## config.mk

```make
export PLATFORM = sky130hd
export DESIGN_NAME = highway_dual_priority_arbiter
export DESIGN_NICKNAME = d
export VERILOG_FILES = /design/src/logic/highway_arbiter_pkg.sv /design/src/logic/highway_dual_priority_arbiter.sv
export SDC_FILE = /design/constraint.sdc
export NUM_CORES = 1
export LEC_CHECK = 0
export ABC_AREA = 0
export BUFFER_PORTS_ARGS = -buffer_cell sky130_fd_sc_hd__buf_4
export CELL_PAD_IN_SITES_DETAIL_PLACEMENT = 1
export CELL_PAD_IN_SITES_GLOBAL_PLACEMENT = 2
export CORE_UTILIZATION = 40
export CTS_CLUSTER_SIZE = 28
export DETAILED_ROUTE_END_ITERATION = 10
export PLACE_DENSITY_LB_ADDON = 0.12
export SYNTH_ARGS = -nofsm -noshare
export SYNTH_HDL_FRONTEND = slang
export SYNTH_SLANG_ARGS = --single-unit
```

## constraint.sdc

```tcl
create_clock -name clock -period 16.4 [get_ports clock]
set_input_delay 1.64 -clock clock [delete_from_list [all_inputs] [get_ports clock]]
set_output_delay 1.64 -clock clock [all_outputs]
set_load 0.005 [all_outputs]
```

## src/logic/highway_arbiter_pkg.sv

```systemverilog
package highway_arbiter_pkg;
    // ----------------------------------------------------------------
    // Register map
    // ----------------------------------------------------------------
    localparam int REG_ADDR_W = 32;
    localparam int REG_DATA_W = 32;
    localparam logic [REG_ADDR_W-1:0] RAISE_DELAYS_ADDR = 32'h0010010C;
    localparam logic [REG_ADDR_W-1:0] BW_WEIGHT_ADDR = 32'h00100104;
    localparam int RAISE_DELAYS_W = 20;
    localparam int BW_WEIGHT_W = 18;
    localparam logic [RAISE_DELAYS_W-1:0] RAISE_DELAYS_RESET = 20'h00000;
    localparam logic [BW_WEIGHT_W-1:0] BW_WEIGHT_RESET = 18'h00000;

    // ----------------------------------------------------------------
    // Raise delay fields and timing
    // ----------------------------------------------------------------
    localparam int DELAY_W = 5;
    localparam int RAISE_STEP_SHIFT = 4;
    localparam int RAISE_CNT_W = DELAY_W + RAISE_STEP_SHIFT;
    localparam int TIMED_UNITS = 4;
    localparam int BD_DELAY_LSB = 15;
    localparam int HB_DELAY_LSB = 10;
    localparam int CC_DELAY_LSB = 5;
    localparam int PO_DELAY_LSB = 0;

    // ----------------------------------------------------------------
    // Requester slots
    // ----------------------------------------------------------------
    localparam int NUM_UNITS = 9;
    localparam int MAIN_PROCESSOR = 0;
    localparam int IMAGE_COPROCESSOR_UNIT = 1;
    localparam int BITSTREAM_DECODER_UNIT = 2;
    localparam int HOST_BUS_UNIT = 3;
    localparam int CAMERA_CAPTURE_UNIT = 4;
    localparam int PICTURE_OUTPUT_UNIT = 5;
    localparam int SOUND_CAPTURE_UNIT = 6;
    localparam int SOUND_PLAYBACK_UNIT = 7;
    localparam int BOOT_LOADER_UNIT = 8;

    localparam int TIMED_UNIT [TIMED_UNITS] = '{
        BITSTREAM_DECODER_UNIT, HOST_BUS_UNIT, CAMERA_CAPTURE_UNIT, PICTURE_OUTPUT_UNIT};
    localparam int TIMED_LSB [TIMED_UNITS] = '{
        BD_DELAY_LSB, HB_DELAY_LSB, CC_DELAY_LSB, PO_DELAY_LSB};
endpackage

```

## src/logic/highway_dual_priority_arbiter.sv

```systemverilog
`timescale 1ns/10ps
module highway_dual_priority_arbiter
    import highway_arbiter_pkg::*;
#(
    parameter int N = NUM_UNITS,
    parameter int OWN_W = $clog2(N)
) (
    input wire logic clock,
    input wire logic rst,
    input wire logic [N-1:0] req,
    input wire logic [N-1:0] req_high,
    input wire logic [REG_ADDR_W-1:0] reg_addr,
    input wire logic reg_write,
    input wire logic reg_read,
    input wire logic [REG_DATA_W-1:0] reg_wdata,
    output logic [REG_DATA_W-1:0] reg_rdata,
    output logic [N-1:0] grant,
    output logic [OWN_W-1:0] owner,
    output logic grant_high
);
    // ----------------------------------------------------------------
    // State
    // ----------------------------------------------------------------
    typedef struct packed {
        logic [OWN_W-1:0] owner;
        logic [N-1:0] grant;
        logic win_high;
        logic [RAISE_DELAYS_W-1:0] raise_delays;
        logic [BW_WEIGHT_W-1:0] bw_weight;
        logic [TIMED_UNITS-1:0][RAISE_CNT_W-1:0] wait_cnt;
        logic [REG_DATA_W-1:0] rdata;
    } state_s;

    state_s st;
    state_s next_st;
    logic [TIMED_UNITS-1:0] timed_high;
    logic [N-1:0] eff_high;
    logic any_high;
    logic [N-1:0] cand;

    // ----------------------------------------------------------------
    // Priority class of each request
    // ----------------------------------------------------------------
    for (genvar t = 0; t < TIMED_UNITS; t++) begin : g_timed
        logic [RAISE_CNT_W-1:0] limit;
        assign limit = {st.raise_delays[TIMED_LSB[t] +: DELAY_W], {RAISE_STEP_SHIFT{1'b0}}};
        assign timed_high[t] = st.wait_cnt[t] >= limit;

    end

    always_comb begin
        eff_high = '1;
        eff_high[IMAGE_COPROCESSOR_UNIT] = req_high[IMAGE_COPROCESSOR_UNIT];
        for (int t = 0; t < TIMED_UNITS; t++) begin
            eff_high[TIMED_UNIT[t]] = timed_high[t];
        end
    end

    // ----------------------------------------------------------------
    // Arbitration and registers
    // ----------------------------------------------------------------
    always_comb begin
        int idx;
        logic found;
        logic [OWN_W-1:0] win;
        idx = 0;
        found = 1'b0;
        win = st.owner;
        next_st = st;
        any_high = |(req & eff_high);
        cand = any_high ? (req & eff_high) : req;
        // Search starts after the owner, so the owner sits last in the list
        for (int k = 1; k <= N; k++) begin
            idx = (int'(st.owner) + k) % N;
            if (!found && cand[idx]) begin
                found = 1'b1;
                win = idx[OWN_W-1:0];
            end
        end
        next_st.grant = '0;
        next_st.win_high = 1'b0;
        // Owner is left alone when nothing is pending
        if (found) begin
            next_st.grant[win] = 1'b1;
            next_st.owner = win;
            next_st.win_high = any_high;
        end
        // A grant restarts the wait; a raised wait stops counting
        for (int t = 0; t < TIMED_UNITS; t++) begin
            if (!req[TIMED_UNIT[t]] || next_st.grant[TIMED_UNIT[t]]) begin
                next_st.wait_cnt[t] = '0;
            end else if (!timed_high[t]) begin
                next_st.wait_cnt[t] = st.wait_cnt[t] + 1'b1;
            end
        end
        // Delays are best written while idle; a lowered delay spares no
        // request already counting against the old one
        if (reg_write && reg_addr == RAISE_DELAYS_ADDR) begin
            next_st.raise_delays = reg_wdata[RAISE_DELAYS_W-1:0];
        end
        if (reg_write && reg_addr == BW_WEIGHT_ADDR) begin
            next_st.bw_weight = reg_wdata[BW_WEIGHT_W-1:0];
        end
        if (reg_read) begin
            next_st.rdata = '0;
            if (reg_addr == RAISE_DELAYS_ADDR) begin
                next_st.rdata[RAISE_DELAYS_W-1:0] = st.raise_delays;
            end else if (reg_addr == BW_WEIGHT_ADDR) begin
                next_st.rdata[BW_WEIGHT_W-1:0] = st.bw_weight;
            end
        end
    end

    always_ff @(posedge clock or posedge rst) begin
        if (rst) begin
            st <= '0;
            st.raise_delays <= RAISE_DELAYS_RESET;
            st.bw_weight <= BW_WEIGHT_RESET;
        end else begin
            st <= next_st;
        end
    end

    assign grant = st.grant;
    assign owner = st.owner;
    assign grant_high = st.win_high;
    assign reg_rdata = st.rdata;
endmodule

```

* Word level (Yosys, flattened, before mapping)
Cells that the tools add are included.
** Storage, ports and cells
- Register bits :: 108
- Bits of input ports :: 86
** Operators by class
- $add $sub $neg :: 13
- Divide/modulo/power cells :: 9
- $lt $le $gt $ge :: 15
- Eq/ne operators :: 6
- Muxes and demuxes :: 60
- Bitwise gates (word level) :: 1
- Reduce and logical (&&, ||, !) cells :: 28
** Operators with widths (number)
- 32-bit by 6-bit < comparator with 1-bit output (second input constant) :: 9
- 32-bit by 5-bit remainder unit with 32-bit output (second input constant) :: 9
- 9-bit two-way mux :: 9
- 32-bit by 21-bit equality test with 1-bit output (second input constant) :: 2
- 9-bit by 1-bit adder with 9-bit output (second input constant) :: 4
- 1-bit binary-select mux with 4-bit select :: 9
- 9-bit greater-or-equal comparator :: 4
- 18-bit two-way mux :: 2
- 4-bit two-way mux :: 9
- 1-bit two-way mux :: 28
- 4-bit by 3-bit adder with 5-bit output (second input constant) :: 4
- 1-bit zero test :: 12
- 1-bit logical AND :: 11
- 4-bit by 2-bit adder with 5-bit output (second input constant) :: 2
- 4-bit by 4-bit adder with 5-bit output (second input constant) :: 2
- 10-bit two-way mux :: 1
- 9-bit bitwise AND :: 1
- 9-bit OR reduction :: 1
- 2-bit by 1-bit inequality test with 1-bit output (second input constant) :: 4
- 4-bit by 1-bit adder with 5-bit output (second input constant) :: 1
- 4-bit by 5-bit < comparator with 1-bit output (second input constant) :: 1
- 1-bit demux with 4-bit select :: 1
- 4-bit by 1-bit greater-or-equal comparator with 1-bit output (second input constant) :: 1
- 1-bit logical OR :: 4
- 2-bit two-way mux :: 1

* Longest topological paths before layout
- Depth after elaboration :: 39
- Gate-level depth with buffers :: 30

* Least setup slack after synthesis
Ideal clock, no wire load.
- Kind :: register -> register
- Start :: register st, in the netlist owner[0]
- End :: register st[32] (netlist name)
- Arrival :: 6963 ps
- Required time :: 16270 ps
- Slack :: 9307 ps
- Stages on the path, launching flop included :: 31
- Buffers on the path :: 8
- Period minus slack after synthesis :: 7093 ps
- Cell sequence :: dfrtp_1 > buf_6 > buf_2 > buf_2 > clkbuf_1 > buf_1 > clkbuf_1 > inv_1 > ha_1 > clkbuf_1 > inv_2 > ha_1 > or2_2 > o31ai_1 > xnor2_1 > inv_2 > ha_1 > nor2b_1 > and2_1 > o21a_1 > mux2i_1 > mux2i_1 > o211ai_2 > a32o_1 > nand3_1 > or2_2 > or3_2 > o211ai_1 > and4b_1 > buf_6 > nor3_2
** RTL lines
- from (decl) :: RTL line highway_dual_priority_arbiter.sv:34 : state_s st;
- from (signal assigned) :: RTL line highway_dual_priority_arbiter.sv:120 : st <= next_st;

* Worst setup path after layout
- Start :: register st, in the netlist owner[0]
- End :: register st[40] (netlist name)
** Between the ends
- Word-level cells in the longest chain between the ends :: 37
** RTL lines
- 4-bit by 1-bit adder with 5-bit output :: RTL line highway_dual_priority_arbiter.sv:74 : idx = (int'(st.owner) + k) % N;
- 32-bit by 5-bit remainder unit with 32-bit output :: RTL line highway_dual_priority_arbiter.sv:74
- 1-bit binary-select mux with 4-bit select :: RTL line highway_dual_priority_arbiter.sv:75 : if (!found && cand[idx]) begin
- 1-bit two-way mux (not written as such) (2 in a row) :: RTL line highway_dual_priority_arbiter.sv:75
- 1-bit two-way mux :: RTL line highway_dual_priority_arbiter.sv:75
- 1-bit zero test :: RTL line highway_dual_priority_arbiter.sv:75
- 1-bit logical AND :: RTL line highway_dual_priority_arbiter.sv:75
- 1-bit two-way mux :: RTL line highway_dual_priority_arbiter.sv:75
- (+20 left out)
- 4-bit two-way mux :: RTL line highway_dual_priority_arbiter.sv:75
- 4-bit by 5-bit < comparator with 1-bit output (not written as such) / 4-bit by 1-bit greater-or-equal comparator with 1-bit output (equally long branches) :: RTL line highway_dual_priority_arbiter.sv:84 : next_st.grant[win] = 1'b1;
- 1-bit logical AND (not written as such) :: RTL line highway_dual_priority_arbiter.sv:84
- 1-bit two-way mux (not written as such) :: RTL line highway_dual_priority_arbiter.sv:84
- 1-bit demux with 4-bit select :: RTL line highway_dual_priority_arbiter.sv:84
- 10-bit two-way mux (*) :: RTL line highway_dual_priority_arbiter.sv:83 : if (found) begin
- 1-bit logical OR (*) :: RTL line highway_dual_priority_arbiter.sv:90 : if (!req[TIMED_UNIT[t]] || next_st.grant[TIMED_UNIT[t]]) begin
- 2-bit by 1-bit inequality test with 1-bit output (no source line) / 9-bit two-way mux (equally long branches)
Every way passes the cells marked *; elsewhere a longest branch is shown, timed or not. The select of a mux whose other input is x is not followed.
A chain may end at the register's enable or synchronous reset.

==> reports/metrics.cfg <==
[outcome]
status = finished clean

[yosys]
yosysWarnings = 0
synth_ff_type = dfrtp_1
yosysSeqAreaShare = 0.234
synthCells = 1358
syn_avg_cell_area_um2 = 8.49
ys_ff_latch = 108
synth_edf_count = 0
synth_area_mm2 = 0.0115
synth.distinct_cells = 135
async_flop_share = 1.00

[cells_and_area]
layout_common_cells = buf_4, dfrtp_1, nand2_1, inv_1, ha_1
fin_nets = 1551
antenna_cells = 0
layout-drive-gt1-share = 0.195
syn2layout_area_growth_pct = 8.40
layout_commonest_cell = buf_4
nFillCells = 3391

[setup_path]
cp_data_required_time_ns = 16.62
worstReg2RegEnd = st[40]
critPathLaunch = owner[0]
r2r_cells = 22
crit_arrival_ns = 7.83
r2r_start = owner[0]
worst-setup-path-type = register to register
start_kind = register
crit_path_end_kind = register
cp-endpoint = st[40]
crit_fanout = 40
r2r_slack_ns = 8.79

[job]
maxCapViolCount = 0

[drt]
first_pass_iters = 7
drt-initial-drc-count = 643
antenna_left = 0
routed_wl_mm = 36.6
routed-via-count = 10421
drc = 0
routed_via_density = 5.90
wl_per_cell_um = 20.7

[clock_tree]
cts_buffer_depth = 2
cts_tree = done
path_clk_slew_ns = 0.08
post_cts_resized = 0
cts_sinks = 108
cts_max_level = 3
post-cts-setup-buffers = 0
root_buffer = clkbuf_16
hold_buffers = 0
cts_made_buffers = 9
insertion_delay_ns = 0.36

[global_route]
grt_pass1_vias = 10511
grt_usage = 0.254
antenna_found_initial = 0
overflow = 0
grt_pass1_wl_mm = 58.5
grt_max_degree = 61

[sta]
rsz0062_at_grt = false
finalSetupViolCount = 0
fmax_mhz = 131
post-route-period-util = 0.464
worstMarginPinSlew_ns = 1.16
tns_ns = 0
finalCriticalPeriod_ns = 7.61
hold_violations = 0
fin_worst_skew_ns = 0.00762
finalMaxSlewViolations = 0
maxSlewHeadroom = 0.219

[die]
fp.coreArea_mm2 = 0.0281
die-area_mm2 = 0.0295
ios = 132
die_h_um = 172
fp.dieW_um = 172
rows = 61
start_util = 0.411

[placement]
dp_hpwl_mm = 27.8
gp_congestion = 0.883
port_buffers = 99

[hold_path]
holdCritPathClass = register to register

how the worst min path moves through the flow:
stage	start	end	slack [ns]	cells after the start
final	st[68]	st[68]	0.51	1
after global routing	st[85]	st[85]	0.53	1
after CTS	st[71]	st[71]	0.51	1
after detailed placement	st[71]	st[71]	0.50	1
after global placement	st[79]	st[79]	0.48	1
after floorplan	st[69]	st[69]	0.48	1
synthesized netlist by cell type, types with 11 or more instances:
library cell    n  share of area
a211oi_1       14         0.0091
a21o_1         11         0.0072
a21oi_1        56          0.024
a31oi_1        15         0.0081
and2_1         13         0.0071
and3_1         15         0.0081
buf_4          50          0.033
clkbuf_1       28         0.0091
dfrtp_1       108           0.23
ha_1           81          0.088
inv_1          89          0.029
mux2_2         47          0.046
mux2i_1        20          0.017
nand2_1       106          0.035
nand2b_1       19          0.010
nand3_1        56          0.024
nand4_1        23          0.012
nor2_1         73          0.024
nor2b_1        18         0.0098
nor3_1         63          0.027
nor3_2         11         0.0096
nor4_1         12         0.0065
o21ai_0        79          0.034
xnor2_1        36          0.027
xor2_1         24          0.018
area by class of cell:
type                            count  area [µm²]  area share
Clock inverter                      7        92.6     0.00741
Tap cell                          378         473      0.0378
Inverter                           98         375      0.0300
Clock buffer                        9         225      0.0180
Timing Repair Buffer              109         818      0.0655
Multi-Input combinational cell   1058        7810       0.625
Sequential cell                   108        2700       0.216
metal layers:
metal,GRT usage,routed length (µm),vias up
met3,0.0338,1430,41
met4,0.0608,603,0
met5,0,0,-
met1,0.375,18400,5180
li1,-,-,4989
met2,0.387,16200,211
flip-flops by register name, indices dropped and copies added, names as in the netlist:
name and cells:
st 54, g_timed.limit 20, reg_rdata 20, grant 9, owner 4, grant_high 1
cell families after synthesis:
logic type,synth area share
adders and majority gates,0.0879
buffers and inverters,0.0918
muxes,0.0746
xor gates and xnor gates,0.0550
DFF,0.234
AOI/OAI and AO/OA,0.232
other,0.000325
and+or+nand+nor,0.224
critical path: stages, from the launching register on:
cell       delay (ns)
dfrtp_2          0.35
buf_4            0.42
inv_1            0.34
ha_1             0.82
inv_2            0.30
ha_1             0.30
nor2_1           0.14
a31oi_1          0.13
xnor2_1          0.49
inv_1            0.17
ha_1             0.31
nand2b_1         0.11
a21oi_1          0.05
o21ai_2          0.39
mux2_4           0.37
mux4_2           0.49
a2111oi_0        0.78
a211oi_1         0.12
o21ai_0          0.24
o21ai_2          0.14
a31o_1           0.23
and4b_1          0.66
nor3_2           0.10
through the flow:
step | hold WS (ns) | cells | instance area, µm² | util | worst slack [ns]
4_1_cts | 0.513 | 1767 | 12500 | 0.445 | 8.81
2_1_floorplan | 0.477 | 1369 | 11600 | - | 9.31
6_report | 0.512 | 1767 | 12500 | 0.445 | 8.79
3_5_place_dp | 0.496 | 1751 | 12200 | 0.434 | 8.86
5_1_grt | 0.531 | 1767 | 12500 | 0.445 | 8.19
3_3_place_gp | 0.485 | 1751 | 12200 | 0.434 | 8.87
Power is left out: the tool's default activity adds up to more than one toggle a clock period on the data nets, which glitch-free logic cannot reach.
